==> src/dac_pkg.sv <==
// Shared constants for the quad converter two-wire slave and its channel registers.
package dac_pkg;

  // ----------------------------------------
  // Bus addressing
  // ----------------------------------------
  localparam logic [5:0] DEV_ADDR_HI = 6'h06;          // Fixed upper six address bits.
  localparam int         NUM_CH      = 4;              // Number of converter channels.

  // ----------------------------------------
  // Data word layout
  // ----------------------------------------
  localparam int POWER_MODE_HI_POS      = 15;          // Upper power mode bit.
  localparam int POWER_MODE_LO_POS      = 14;          // Lower power mode bit.
  localparam int CLEAR_ALL_N_POS        = 13;          // Active-low clear of every register.
  localparam int LOAD_ALL_OUTPUTS_N_POS = 12;          // Active-low load of every output register.
  localparam int CODE_W                 = 12;          // Width of the data field.
  localparam int DATA_BITS              = 12;          // Resolution in use (8, 10 or 12).

  // Keeps the top DATA_BITS of the data field, the rest read as zero.
  localparam logic [11:0] DATA_MASK = 12'(12'hfff << (CODE_W - DATA_BITS));

  // ----------------------------------------
  // Reset and default values
  // ----------------------------------------
  localparam logic [15:0] READBACK_DEFAULT = 16'h2000; // Only the clear bit set.
  localparam logic [3:0]  POINTER_RESET    = 4'h0;     // No channel selected.

  // ----------------------------------------
  // Power mode codes
  // ----------------------------------------
  localparam logic [1:0] PM_NORMAL   = 2'h0;           // Normal operation.
  localparam logic [1:0] PM_1K_GND   = 2'h1;           // Output to ground through 1 kilohm.
  localparam logic [1:0] PM_100K_GND = 2'h2;           // Output to ground through 100 kilohm.
  localparam logic [1:0] PM_TRISTATE = 2'h3;           // Output left open.

  // Clears the unused low-order data bits of a word.
  function automatic logic [15:0] clean_word(input logic [15:0] w);
    clean_word = {w[15:12], w[11:0] & DATA_MASK};
  endfunction

endpackage

==> src/pin_sync.sv <==
// Two-stage synchroniser for one pin, with edge detection on the safe stage.
module pin_sync
  import dac_pkg::*;
(
  // Clock and reset.
  input  wire logic clk,
  input  wire logic rst,
  // Pin and results.
  input  wire logic pin,
  output logic      level,
  output logic      rise,
  output logic      fall
);

  typedef struct packed {
    logic m1;    // First stage, read only by the second.
    logic m2;    // Second stage, safe to use.
    logic prev;  // Delayed copy for edge finding.
  } sync_s;

  sync_s q;
  sync_s d;

  // Shifts the pin through the stages.
  always_comb
  begin
    d      = q;
    d.m1   = pin;
    d.m2   = q.m1;
    d.prev = q.m2;
  end

  // Registers the stages; an idle bus is high.
  always_ff @(posedge clk)
  begin
    if (rst)
      q <= '1;
    else
      q <= d;
  end

  assign level = q.m2;
  assign rise  = q.m2 & ~q.prev;
  assign fall  = ~q.m2 & q.prev;

endmodule

==> src/dac_channel_bank.sv <==
// Input and output registers of the four channels, with clear and load-all.
module dac_channel_bank
  import dac_pkg::*;
(
  // Clock and reset.
  input  wire logic                    clk,
  input  wire logic                    rst,
  // Completed write.
  input  wire logic                    commit,
  input  wire logic [3:0]              sel,
  input  wire logic [15:0]             word,
  // Register contents.
  output logic      [3:0][15:0]        in_word,
  output logic      [3:0][CODE_W-1:0]  out_code,
  output logic      [3:0][1:0]         out_mode
);

  typedef struct packed {
    logic [3:0][15:0] in_r;   // Input registers.
    logic [3:0][15:0] out_r;  // Output registers.
    logic [3:0]       dirty;  // Input changed since output last loaded.
  } bank_s;

  bank_s q;
  bank_s d;

  // Applies a completed write to the registers.
  always_comb
  begin
    d = q;
    if (commit)
    begin
      // clear all registers
      if (!word[CLEAR_ALL_N_POS])
        d = '0;
      else
      begin
        // same data to selected
        for (int i = 0; i < NUM_CH; i++)
        begin
          if (sel[i])
          begin
            // unused low data bits cleared
            d.in_r[i]  = clean_word(word);
            d.dirty[i] = 1'b1;
          end
        end
        // load-all outputs update
        if (!word[LOAD_ALL_OUTPUTS_N_POS])
        begin
          // copy only changed inputs
          for (int i = 0; i < NUM_CH; i++)
          begin
            if (d.dirty[i])
            begin
              d.out_r[i] = d.in_r[i];
              d.dirty[i] = 1'b0;
            end
          end
        end
      end
    end
  end

  // power-on zero registers
  always_ff @(posedge clk)
  begin
    if (rst)
      q <= '0;
    else
      q <= d;
  end

  // Presents codes and modes from the output registers.
  always_comb
  begin
    in_word = q.in_r;
    for (int i = 0; i < NUM_CH; i++)
    begin
      out_code[i] = q.out_r[i][CODE_W-1:0];
      // mode codes passed to outputs
      out_mode[i] = q.out_r[i][POWER_MODE_HI_POS:POWER_MODE_LO_POS];
    end
  end

  a_clear_zeroes: assert property (@(posedge clk) disable iff (rst)
    commit && !word[CLEAR_ALL_N_POS] |=> (q.in_r == '0) && (q.out_r == '0))
    else $error("clear-all did not zero the registers");

  a_outputs_held: assert property (@(posedge clk) disable iff (rst)
    commit && word[CLEAR_ALL_N_POS] && word[LOAD_ALL_OUTPUTS_N_POS] |=> q.out_r == $past(q.out_r))
    else $error("output registers changed without load-all");

  a_multi_write: assert property (@(posedge clk) disable iff (rst)
    commit && word[CLEAR_ALL_N_POS] && sel[2] && sel[3]
    |=> q.in_r[2] == q.in_r[3] && q.in_r[2] == clean_word($past(word)))
    else $error("selected channels differ after a multi-channel write");

endmodule

==> src/dac_two_wire_slave.sv <==
// Two-wire slave front end of the quad converter: address, pointer, data and readback.

// How it works
// Answer address 000110 plus select pin.
// Slave only, never drives the clock.
// Master opens with start, then address.
// Acknowledge a matching address on pulse nine.
// Non-matching address: stay silent, change nothing.
// Nine pulses per byte, change SDA when low.
// Master ends transfers with stop.
// Writes: address, pointer, then data bytes.
// Pointer read: repeated start, send two bytes.
// Direct read uses the stored pointer.
// Pointer bit per channel selects it.
// Reserved and don't-care pointer bits ignored.
// Two data bytes form a 16-bit word.
// Data left justified, unused low bits zero.
// Mode bits first, then clear and load.
// Clear bit low zeroes every register.
// Load bit low updates all outputs.
// Power-on registers zero until written.
// Pointer resets to zero, default readback.
// Several selected channels get same data.
// Multi-channel readback returns default pattern.
// Mode codes: normal or three power-downs.
// Acknowledged read repeats the same two bytes.
// Load-all copies only changed input registers.
// Readback matches write format, zeros elsewhere.
// Aborted write changes no register.
module dac_two_wire_slave
  import dac_pkg::*;
(
  // Clock and reset.
  input  wire logic                   CLK,
  input  wire logic                   RST,
  // Two-wire bus pins.
  input  wire logic                   SCL,
  input  wire logic                   SDA_IN,
  output logic                        SDA_OUT,
  output logic                        SDA_OE,
  // Address strap.
  input  wire logic                   ADDRESS_SELECT_PIN,
  // Converter controls from the output registers.
  output logic      [3:0][CODE_W-1:0] DAC_CODE,
  output logic      [3:0][1:0]        POWER_MODE
);

  // ----------------------------------------
  // Types and state
  // ----------------------------------------
  // Phases of a bus transfer.
  typedef enum logic [3:0] {
    S_IDLE,    // Waiting for a start.
    S_ADDR,    // Shifting in the address byte.
    S_PTR,     // Shifting in the pointer byte.
    S_HI,      // Shifting in the upper data byte.
    S_LO,      // Shifting in the lower data byte.
    S_ACK,     // Holding the acknowledge low.
    S_TX,      // Sending a readback byte.
    S_MACK,    // Waiting for the master's acknowledge.
    S_IGNORE   // Not addressed, or read ended.
  } link_e;

  typedef struct packed {
    link_e       st;      // Current phase.
    link_e       after;   // Phase after the acknowledge.
    logic [3:0]  cnt;     // Bits shifted in or sent.
    logic        full;    // Byte complete, or master acknowledged.
    logic [7:0]  shreg;   // Receive shift register.
    logic [3:0]  ptr;     // Stored channel selects.
    logic [7:0]  hi;      // Upper data byte held for the commit.
    logic [15:0] tx;      // Readback word.
    logic        bsel;    // Readback byte in flight, 1 for the lower.
    logic        oe;      // Pulls SDA low.
    logic        pend;    // Lower byte taken, commit at end of its acknowledge.
    logic        commit;  // One-cycle write completion.
  } eng_s;

  eng_s q;  // Registered engine state.
  eng_s d;  // Next engine state.

  logic             scl_lvl;    // Synchronised clock line.
  logic             scl_rise;   // Clock line rose.
  logic             scl_fall;   // Clock line fell.
  logic             sda_lvl;    // Synchronised data line.
  logic             sda_rise;   // Data line rose.
  logic             sda_fall;   // Data line fell.
  logic             addr_lvl;   // Synchronised address strap.
  logic             start;      // Start or repeated start seen.
  logic             stop;       // Stop seen.
  logic             addr_match; // Received address is ours.
  logic [3:0][15:0] in_words;   // Input register contents.

  // ----------------------------------------
  // Pin synchronisers
  // ----------------------------------------
  // Clock line, sampled by the local clock.
  pin_sync u_scl_sync (
    .clk   (CLK),
    .rst   (RST),
    .pin   (SCL),
    .level (scl_lvl),
    .rise  (scl_rise),
    .fall  (scl_fall)
  );

  // Data line, with the same latency as the clock line.
  pin_sync u_sda_sync (
    .clk   (CLK),
    .rst   (RST),
    .pin   (SDA_IN),
    .level (sda_lvl),
    .rise  (sda_rise),
    .fall  (sda_fall)
  );

  // Address strap; edges are of no interest.
  pin_sync u_addr_sync (
    .clk   (CLK),
    .rst   (RST),
    .pin   (ADDRESS_SELECT_PIN),
    .level (addr_lvl),
    .rise  (),
    .fall  ()
  );

  // ----------------------------------------
  // Bus conditions
  // ----------------------------------------
  // start and stop detection
  assign start = sda_fall & scl_lvl;
  assign stop  = sda_rise & scl_lvl;

  // fixed bits plus strap
  assign addr_match = (q.shreg[7:1] == {DEV_ADDR_HI, addr_lvl});

  // ----------------------------------------
  // Readback
  // ----------------------------------------
  // Picks the word of the single selected channel, or the default pattern.
  function automatic logic [15:0] readback(input logic [3:0] sel, input logic [3:0][15:0] w);
    case (sel)
      4'h1:    readback = clean_word(w[0]);
      4'h2:    readback = clean_word(w[1]);
      4'h4:    readback = clean_word(w[2]);
      4'h8:    readback = clean_word(w[3]);
      // none or several: default pattern
      default: readback = READBACK_DEFAULT;
    endcase
  endfunction

  // Bit of the readback word to send, msb of each byte first.
  function automatic logic tx_bit(input logic [15:0] w, input logic bsel, input logic [3:0] cnt);
    logic [7:0] b;
    b      = bsel ? w[7:0] : w[15:8];
    tx_bit = b[3'(7 - cnt)];
  endfunction

  // ----------------------------------------
  // Protocol engine
  // ----------------------------------------
  // Works out the next engine state from the bus events.
  always_comb
  begin
    d        = q;
    d.commit = 1'b0;
    if (start)
    begin
      // A start restarts the byte count from any phase; the pointer is kept.
      d.st   = S_ADDR;
      d.cnt  = 4'h0;
      d.full = 1'b0;
      d.oe   = 1'b0;
      d.pend = 1'b0;
    end
    else if (stop)
    begin
      // stop before commit drops data
      d.st   = S_IDLE;
      d.oe   = 1'b0;
      d.full = 1'b0;
      d.pend = 1'b0;
    end
    else
    begin
      case (q.st)
        S_ADDR, S_PTR, S_HI, S_LO:
        begin
          // sample while clock high
          if (scl_rise && !q.full)
          begin
            d.shreg = {q.shreg[6:0], sda_lvl};
            if (q.cnt == 4'h7)
              d.full = 1'b1;
            else
              d.cnt = q.cnt + 4'h1;
          end
          else if (scl_fall && q.full)
          begin
            // Eighth bit done: acknowledge during the ninth pulse.
            d.full = 1'b0;
            d.cnt  = 4'h0;
            d.oe   = 1'b1;
            d.st   = S_ACK;
            case (q.st)
              S_ADDR:
              begin
                // acknowledge matching address
                if (addr_match)
                begin
                  // read uses stored pointer
                  d.after = q.shreg[0] ? S_TX : S_PTR;
                  d.tx    = readback(q.ptr, in_words);
                end
                else
                begin
                  // stay off the bus
                  d.oe = 1'b0;
                  d.st = S_IGNORE;
                end
              end
              S_PTR:
              begin
                // channel selects stored
                d.ptr   = q.shreg[3:0];
                d.after = S_HI;
              end
              S_HI:
              begin
                // upper byte held
                d.hi    = q.shreg;
                d.after = S_LO;
              end
              default:
              begin
                // Lower byte: commit once its acknowledge ends, then accept more pairs.
                d.pend  = 1'b1;
                d.after = S_HI;
              end
            endcase
          end
        end
        S_ACK:
        begin
          // Release the line at the end of the ninth pulse.
          if (scl_fall)
          begin
            d.oe     = 1'b0;
            d.st     = q.after;
            d.commit = q.pend;
            d.pend   = 1'b0;
            d.bsel   = 1'b0;
            // first readback bit
            if (q.after == S_TX)
            begin
              d.oe  = ~q.tx[15];
              d.cnt = 4'h1;
            end
          end
        end
        S_TX:
        begin
          // send word bits msb first
          if (scl_fall)
          begin
            if (q.cnt == 4'h8)
            begin
              d.oe   = 1'b0;
              d.st   = S_MACK;
              d.full = 1'b0;
            end
            else
            begin
              d.oe  = ~tx_bit(q.tx, q.bsel, q.cnt);
              d.cnt = q.cnt + 4'h1;
            end
          end
        end
        S_MACK:
        begin
          // The master's low answer on the ninth pulse asks for more.
          if (scl_rise)
            d.full = ~sda_lvl;
          else if (scl_fall)
          begin
            if (q.full)
            begin
              // repeat the same bytes
              d.bsel = ~q.bsel;
              d.st   = S_TX;
              d.oe   = ~tx_bit(q.tx, ~q.bsel, 4'h0);
              d.cnt  = 4'h1;
              d.full = 1'b0;
            end
            else
              d.st = S_IGNORE;
          end
        end
        default:
        begin
          // Idle or ignoring: wait for the next start.
          d.oe = 1'b0;
        end
      endcase
    end
  end

  // pointer resets to zero
  always_ff @(posedge CLK)
  begin
    if (RST)
    begin
      q     <= '0;
      q.st  <= S_IDLE;
      q.ptr <= POINTER_RESET;
    end
    else
      q <= d;
  end

  // ----------------------------------------
  // Channel registers
  // ----------------------------------------
  // word holds mode, clear, load
  dac_channel_bank u_bank (
    .clk      (CLK),
    .rst      (RST),
    .commit   (q.commit),
    .sel      (q.ptr),
    .word     ({q.hi, q.shreg}),
    .in_word  (in_words),
    .out_code (DAC_CODE),
    .out_mode (POWER_MODE)
  );

  // open-drain data only
  assign SDA_OUT = 1'b0;
  assign SDA_OE  = q.oe;

  // ----------------------------------------
  // Checks
  // ----------------------------------------
  a_ack_on_match: assert property (@(posedge CLK) disable iff (RST)
    q.st == S_ADDR && q.full && scl_fall && addr_match && !start && !stop |=> SDA_OE && q.st == S_ACK)
    else $error("matching address not acknowledged");
  a_ignore_silent: assert property (@(posedge CLK) disable iff (RST)
    q.st == S_IGNORE |-> !SDA_OE && !q.commit)
    else $error("device active while not addressed");
  a_sda_scl_low: assert property (@(posedge CLK) disable iff (RST)
    $changed(SDA_OE) && !$past(start) && !$past(stop) |-> !scl_lvl)
    else $error("SDA changed while SCL high");
  a_ptr_reset: assert property (@(posedge CLK)
    $fell(RST) |-> q.ptr == POINTER_RESET)
    else $error("pointer not zero after reset");
  a_ptr_kept: assert property (@(posedge CLK) disable iff (RST)
    start |=> q.ptr == $past(q.ptr))
    else $error("pointer lost at a start");
  a_default_read: assert property (@(posedge CLK) disable iff (RST)
    q.st == S_ADDR && q.full && scl_fall && addr_match && q.shreg[0] && !$onehot(q.ptr) && !start && !stop
    |=> q.tx == READBACK_DEFAULT)
    else $error("multi or no channel readback not default");
  a_repeat_word: assert property (@(posedge CLK) disable iff (RST)
    q.st == S_MACK && q.full && q.bsel && scl_fall && !start && !stop |=> q.st == S_TX && !q.bsel && $stable(q.tx))
    else $error("readback did not restart the same word");
  a_commit_full: assert property (@(posedge CLK) disable iff (RST)
    q.commit |-> $past(q.st) == S_ACK && $past(q.pend) && $past(q.after) == S_HI)
    else $error("commit without two acknowledged data bytes");
endmodule

==> config.mk <==
export PLATFORM = sky130hd
export DESIGN_NAME = dac_two_wire_slave
export DESIGN_NICKNAME = d
export VERILOG_FILES = /design/src/dac_pkg.sv /design/src/pin_sync.sv /design/src/dac_channel_bank.sv /design/src/dac_two_wire_slave.sv
export SDC_FILE = /design/constraint.sdc
export NUM_CORES = 1
export LEC_CHECK = 0
export BUFFER_PORTS_ARGS = -buffer_cell sky130_fd_sc_hd__clkbuf_2
export CAP_MARGIN = 10
export CORE_AREA = 5 5 137 139
export CTS_CLUSTER_SIZE = 20
export DETAILED_ROUTE_END_ITERATION = 7
export DIE_AREA = 0 0 142 144
export GPL_TIMING_DRIVEN = 0
export PLACE_DENSITY = 0.72
export SKIP_LAST_GASP = 1
export SYNTH_ARGS = -nofsm -noshare
export SYNTH_HDL_FRONTEND = slang
export SYNTH_HIERARCHICAL = 1
export SYNTH_SLANG_ARGS = --single-unit
==> constraint.sdc <==
create_clock -name CLK -period 2.5 [get_ports CLK]
set_input_delay 0.125 -clock CLK [delete_from_list [all_inputs] [get_ports CLK]]
set_output_delay 0.125 -clock CLK [all_outputs]
set_load 0.05 [all_outputs]
---- Yosys cells after proc, flatten, opt, wreduce, memory -nomap -nowiden ----
Index checks and enable logic that the tools add are counted.
cells by class
  add/sub/neg operators ................... 2
  order comparisons ....................... 1
  eq/ne operators ......................... 43
  muxes and demuxes ....................... 72
  bitwise operators ....................... 19
  reductions and logical operators ........ 29
operators with widths
  operator                                        number
  2-to-1 mux 132 bit                              1
  2-to-1 mux 16 bit                               8
  2-to-1 mux 68 bit                               1
  case mux 16 bit (4 select lines)                1
  2-to-1 mux 4 bit                                15
  case mux 4 bit (4 select lines)                 2
  == test 4 x 3 -> 1 bit (second input constant)  7
  != test 4 bit (second input constant)           7
  != test 2 bit (second input constant)           13
  2-to-1 mux 1 bit                                24
  2-to-1 mux 8 bit                                3
  AND reduction 6 bit                             4
  AND reduction 7 bit                             3
  2-to-1 mux 5 bit                                4
  AND reduction 8 bit                             2
  2-to-1 mux 13 bit                               1
  NOT 1 bit                                       13
  == test 4 x 2 -> 1 bit (second input constant)  3
  != test 3 bit (second input constant)           4
  AND reduction 3 bit                             4
  AND reduction 11 bit                            1
  2-to-1 mux 2 bit                                5
  == test 4 x 1 -> 1 bit (second input constant)  2
  == test 4 bit (second input constant)           2
  other kinds (24)                                36
storage, ports and cells
  flip-flop bits (word level) ............. 193
  bits of input ports ..................... 5
  output and inout port bits .............. 58
  word-level logic and storage cells ...... 196

---- Logic depth before layout (Yosys ltp) ----
Gate-level depths: netlist of the first run.
  depth in word-level cells ............... 8
  mapped depth ............................ 8
  depth with buffers taken out ............ 7

---- Hierarchy ----
Netlist of the first run, hierarchy kept.
modules (own cells, without submodules)
  module              instances  cells an instance  area each (µm²)  seq. area each (µm²)
  dac_channel_bank    1          636                5,929.4          2,482.4
  dac_two_wire_slave  1          343                3,056.7          1,041.0
  pin_sync            3          8                  92.6             60.1

---- Worst setup path before layout of the first run ----
No wires, ideal clock.
  path kind ............................... register to register
  start point ............................. register u_scl_sync.q (netlist bit u_scl_sync/level)
  end point ............................... register q[11] (netlist name)
  library setup time ...................... 70 ps
  arrival ................................. 1,864 ps
  required time ........................... 2,430 ps
  setup slack ............................. 566 ps
  stages on the path, launching flop included .. 9
  path buffers ............................ 2
  period minus slack after synthesis ...... 1,934 ps
  path through ............................ dfxtp_1 > and2b_1 > and2_1 > clkbuf_1 > nand3_1 > and4bb_2 > nor2_1 > buf_2 > o2bb2ai_1
RTL lines
  element                 line            RTL
  from (decl)             pin_sync.sv:21  sync_s q;
  from (signal assigned)  pin_sync.sv:37  q <= '1;
  from (signal assigned)  pin_sync.sv:39  q <= d;

==> impl_metrics.env, run 1 <==
export IMPL_core_area_um2=17500
export IMPL_cp_max_fo=10
export IMPL_period_share_pct=92.2
export IMPL_maxSlewViolCount=0
export IMPL_power_leakage_nw=4.00
export IMPL_io_pins=63
export IMPL_clock_skew_ns=0.0117
export IMPL_dr_pass1_iters=5
export IMPL_initial_core_util_pct=52.6
export IMPL_placed_area_um2=9820
export IMPL_syn_to_final_growth_pct=13.7
export IMPL_dp_slack_ns=0.111
export IMPL_final_util_pct=59.8
export IMPL_grt_max_degree=18
export IMPL_grtUsageTotal_pct=23.8
export IMPL_worstSetupPathType="reg -> reg"
export IMPL_setup_tns_ns=0
export IMPL_critPathArrivalTime_ns=2.68
export IMPL_cts_tree="built"
export IMPL_drive_gt1_share_pct=25.9
export IMPL_num_vias=7387
export IMPL_dieArea_um2=20400
export IMPL_grt_overflow=0
export IMPL_nets=1088
export IMPL_status="finished clean"
export IMPL_port_buffer_count=61
export IMPL_rsz0062_at_grt="false"
export IMPL_setup_viol=0
export IMPL_syn_avg_cell_area_um2=9.23
export IMPL_gp_congestion=0.955
export IMPL_grt_first_pass_wirelength_mm=38.2
export IMPL_drtIter0Drc=528
export IMPL_finalPower_mw=5.87
export IMPL_power_density_nw_per_um2=560
export IMPL_hp_class="in -> reg"
export IMPL_n_antenna_cell=0
export IMPL_clk_insertion_delay_late_ns=0.44
export IMPL_wl_mm=24.2
export IMPL_numCtsBuffers=17
export IMPL_worstSetupStartpointType="flop"
export IMPL_cts_max_level=4
export IMPL_end_kind="flop"
export IMPL_via_per_inst=5.58
export IMPL_grt_pass1_vias=6950
export IMPL_worstMarginPinSlew_ns=0.697
export IMPL_synth_area_um2=9220
export IMPL_cts_path_max_buffers=2
export IMPL_syn_instance_count=999
export IMPL_path_clk_slew_ns=0.07
export IMPL_ant_nets=0
export IMPL_required_ns=2.87
export IMPL_setup_ws_ns=0.194
export IMPL_cts_sinks=184
export IMPL_antenna_found_initial=0
export IMPL_hold_ws_ns=0.227
export IMPL_cts_root_buf="clkbuf_16"
export IMPL_drc=0
export IMPL_max_slew_margin_pct=53.6
export IMPL_num_rows=49
export IMPL_ir_drop_uv=553
export IMPL_yosysWarnings=6
export IMPL_fmax_mhz=434
export IMPL_numPlacedInstances=1289
export IMPL_post_drt_wl_per_cell_um=18.3
export IMPL_fin_area_um2=10500
export IMPL_die_y_um=144
export IMPL_period_minus_slack_ns=2.31
export IMPL_maxCapViolCount=0
export IMPL_dp_hpwl_mm=17.2
export IMPL_synth_nets=1006
export IMPL_layout_cells_non_filler=1323
export IMPL_die_w_um=142
export IMPL_hold_viol_final=0
-- critical path: stages (launching register included) --
cell       delay [ns]
dfxtp_1          0.34
clkbuf_1         0.42
nor4b_4          0.57
clkbuf_1         0.49
a221oi_1         0.24
o2bb2ai_1        0.17
-- report_power, final --
part | switching [mW] | total, mW | internal [mW]
combinational | 0.103 | 0.150 | 0.0472
clock | 1.23 | 2.78 | 1.56
sequential | 0.00380 | 2.94 | 2.94
total | 1.34 | 5.87 | 4.54
-- repair_timing --
action                     CTS  global route
setup endpoints to repair    0            13
buffers inserted             0             0
resized for setup            0             4
hold endpoints to repair     3             0
hold buffers                 3             0
-- placed cells by master (no fill, tap or decap), types with 3 or more instances in the layout --
master         count
dfxtp_1          184
buf_4            123
mux2i_1           83
o21ai_0           77
a21oi_1           77
nand2_1           76
o2bb2ai_1         69
clkbuf_2          61
nor2_1            48
clkbuf_1          31
buf_2             23
clkbuf_16         17
a22o_1            16
a221oi_1          16
nand3_1           14
buf_1             14
nor2b_1           13
buf_6             11
and3_1             8
or2_1              8
nand2b_1           7
inv_1              6
a31oi_1            5
o211ai_1           5
nor3_1             5
nand3b_1           4
nor4b_4            4
inv_6              4
or2_4              4
a211oi_4           4
nand2_4            4
and3b_1            3
and2_1             3
nand4_1            3
dlygate4sd3_1      3
and2b_1            3
-- area by class of cell --
cell class | count | area, µm²
fillers | 1538 | 7040
multi-input cells | 606 | 4220
flip-flops and latches | 184 | 3680
plain buffers | 202 | 1330
clock buffers | 19 | 453
repair buffers | 64 | 335
well taps | 229 | 287
clock inverters | 13 | 160
inverters | 6 | 22.5
-- routing by layer --
layer / global-route usage [%] / routed length [µm] / up-vias
li1: - / - / 3596
met1: 32.8 / 11100 / 3502
met2: 37.7 / 11100 / 245
met3: 3.94 / 1380 / 44
met4: 9.19 / 639 / 0
met5: 0 / 0 / -
-- flip-flops by register name, summed over array words and instances, names as in the netlist --
signal / flops
u_sda_sync/d: 1
u_bank/in_word: 64
u_addr_sync/d: 1
u_scl_sync/d: 1
SDA_OE: 1
u_scl_sync/level: 1
u_bank/out_mode: 8
u_sda_sync/level: 1
u_addr_sync/level: 1
u_sda_sync/q: 1
u_bank/q: 4
u_bank/out_code: 48
u_scl_sync/q: 1
q: 51
-- path summary, 6_finish.rpt --
kind	startpoint	end	slack, ns	cells after the start
setup / recovery	q[30]$_SDFFE_PP0P_	q[5]$_SDFFE_PP0P_	0.19	5
hold / removal	RST	u_sda_sync/q[0]$_SDFF_PP1_	0.23	2
setup reg to reg	q[30]$_SDFFE_PP0P_	q[5]$_SDFFE_PP0P_	0.19	5
hold reg to reg	u_sda_sync/d[1]$_SDFF_PP1_	u_sda_sync/level$_SDFF_PP1_	0.41	1
No activity file was read; power rests on OpenSTA's default activity.
==> run 2, diff against run 1 <==
--- a/config.mk
+++ b/config.mk
@@ -5,12 +5,14 @@
 export SDC_FILE = /design/constraint.sdc
 export NUM_CORES = 1
 export LEC_CHECK = 0
+export ABC_AREA = 1
+export ABC_CLOCK_PERIOD_IN_PS = 2800
 export BUFFER_PORTS_ARGS = -buffer_cell sky130_fd_sc_hd__clkbuf_2
 export CAP_MARGIN = 10
-export CORE_AREA = 5 5 137 139
+export CORE_AREA = 5 5 142 144
 export CTS_CLUSTER_SIZE = 20
 export DETAILED_ROUTE_END_ITERATION = 7
-export DIE_AREA = 0 0 142 144
+export DIE_AREA = 0 0 147 149
 export GPL_TIMING_DRIVEN = 0
 export PLACE_DENSITY = 0.72
 export SKIP_LAST_GASP = 1
==> constraint.sdc (replaced) <==
create_clock -name CLK -period 2.8 [get_ports CLK]
set_input_delay 0.14 -clock CLK [delete_from_list [all_inputs] [get_ports CLK]]
set_output_delay 0.14 -clock CLK [all_outputs]
set_load 0.05 [all_outputs]
==> run 2 against run 1 <==
Against the previous run: total power shrank 4.2%; design area grew 6.0%; register-to-register slack gained 0.67 ns; worst hold slack lost 0.090 ns; routed wire length grew 17%; sequential share of layout area shrank 2.0 points; critical endpoint is now q[16]$_SDFFE_PP0P_; highest routed layer unchanged.
==> impl_metrics.env, run 2 <==
export IMPL_status="finished clean"
export IMPL_grt_overflow=0
export IMPL_maxSlewViolCount=0
export IMPL_layout_cells_non_filler=1803
export IMPL_grt_use_met1_pct=34.5
export IMPL_largest_register_ffs=64
export IMPL_syn_instance_count=1473
export IMPL_drc=0
export IMPL_die_w_um=147
export IMPL_clock_skew_ns=0.0102
export IMPL_syn_avg_cell_area_um2=6.74
export IMPL_grt_pass1_vias=8391
export IMPL_r2r_slack_ns=0.86
export IMPL_path_clk_slew_ns=0.07
export IMPL_placed_area_um2=10500
export IMPL_num_vias=9161
export IMPL_required_ns=3.11
export IMPL_numPlacedInstances=1768
export IMPL_power_density_nw_per_um2=506
export IMPL_grt_max_degree=17
export IMPL_dr_pass1_iters=5
export IMPL_antenna_found_initial=0
export IMPL_core_area_um2=18600
export IMPL_synth_nets=1480
export IMPL_fin_area_um2=11100
export IMPL_power_switching_mw=1.55
export IMPL_clkPwrFrac_pct=42.2
export IMPL_max_slew_margin_pct=32.0
export IMPL_cp_max_fo=10
export IMPL_yosysWarnings=6
export IMPL_cts_tree="built"
export IMPL_comb_power_share_pct=9.9
export IMPL_initial_core_util_pct=53.4
export IMPL_rsz0062_at_grt="false"
export IMPL_ir_drop_uv=409
export IMPL_wl_mm=28.2
export IMPL_maxCapViolCount=0
export IMPL_fill_cells=1819
export IMPL_fmax_mhz=516
export IMPL_p_int_mw=4.07
export IMPL_top_usage_layer="met2"
export IMPL_num_rows=50
export IMPL_grtUsageTotal_pct=25.7
export IMPL_drive_gt1_share_pct=22.2
export IMPL_setup_ws_ns=0.864
export IMPL_n_antenna_cell=0
export IMPL_cts_sinks=184
export IMPL_worstMarginPinSlew_ns=1.01
export IMPL_critPathArrivalTime_ns=2.24
export IMPL_drtIter0Drc=705
export IMPL_grt_met2_usage_pct=40.7
export IMPL_grt_first_pass_wirelength_mm=44.8
export IMPL_period_minus_slack_ns=1.94
export IMPL_hold_buffers=3
export IMPL_finalPower_mw=5.62
export IMPL_setup_tns_ns=0
export IMPL_pwr_share_seq_pct=47.9
export IMPL_cts_setup_buffers=0
export IMPL_period_share_pct=69.2
export IMPL_cts_root_buf="clkbuf_16"
export IMPL_synth_area_um2=9930
export IMPL_cts_max_level=4
export IMPL_io_pins=63
export IMPL_post_drt_wl_per_cell_um=15.7
export IMPL_die_y_um=149
export IMPL_ant_nets=0
export IMPL_p_sw_share_pct=27.5
export IMPL_gp_congestion=0.978
export IMPL_port_buffer_count=61
export IMPL_nets=1563
export IMPL_numCtsBuffers=17
export IMPL_setup_viol=0
export IMPL_power_leakage_nw=4.81
export IMPL_dieArea_um2=21900
export IMPL_worstSetupPathType="reg -> reg"
export IMPL_clk_insertion_delay_late_ns=0.44
export IMPL_worstSetupStartpointType="flop"
export IMPL_dp_hpwl_mm=21.2
export IMPL_cts_path_max_buffers=2
export IMPL_hp_class="in -> reg"
export IMPL_met3_usage_pct=5.77
export IMPL_end_kind="flop"
export IMPL_dp_slack_ns=0.909
export IMPL_layout_commonest_cell="nand2_1"
export IMPL_via_per_inst=5.08
export IMPL_syn_to_final_growth_pct=12.0
export IMPL_cts_resized=0
export IMPL_final_cell_mix="nand2_1, dfxtp_1, nor2_1, buf_4, a21oi_1"
export IMPL_hold_viol_final=0
-- run 2: power groups by stage --
stage / sequential [mW] / clock, mW / combinational [mW]
floorplan: 2.75 / 0 / 0.419
global placement: 2.75 / 0 / 0.543
detailed placement: 2.75 / 0 / 0.547
CTS: 2.69 / 2.40 / 0.554
global route: 2.70 / 2.51 / 0.627
finish: 2.69 / 2.37 / 0.559
-- run 2: critical path: stages, from the launching register on --
cell and delay [ns]:
dfxtp_1 0.33, inv_1 0.04, nor2_1 0.30, nand2_1 0.22
inv_1 0.13, nand2_2 0.11, inv_2 0.08, nand2_2 0.08
nor2_8 0.16, inv_2 0.09, buf_6 0.15, nand2_1 0.06
a21oi_1 0.06
-- run 2: stage by stage --
step	util (%)	hold WS (ns)
final	59.8	0.137
after global routing	59.8	0.165
after CTS	59.8	0.125
after detailed placement	56.6	0.323
after global placement	56.6	0.324
after floorplan	-	0.225
-- run 2: cell type report --
cell class              instances  area [µm²]  share of cell area [%]
flip-flops and latches        184        3680                    33.1
plain buffers                 185        1280                    11.5
clock buffers                  19         443                    3.98
inverters                     152         573                    5.16
clock inverters                13         119                    1.07
repair buffers                 64         335                    3.02
well taps                     234         293                    2.63
multi-input cells             952        4390                    39.5
-- run 2: path summary, 6_finish.rpt --
kind / startpoint / endpoint / cells past startpoint
min reg2reg: u_sda_sync/d[1]$_SDFF_PP1_ / u_sda_sync/level$_SDFF_PP1_ / 2
min: RST / u_addr_sync/d[1]$_SDFF_PP1_ / 3
max: u_scl_sync/q[0]$_SDFF_PP1_ / q[16]$_SDFFE_PP0P_ / 12
max reg2reg: u_scl_sync/q[0]$_SDFF_PP1_ / q[16]$_SDFFE_PP0P_ / 12
-- run 2: layer usage --
layer	vias up	wire length, µm
met5	-	0
met2	302	12500
li1	4652	-
met4	0	1030
met3	59	1970
met1	4148	12800
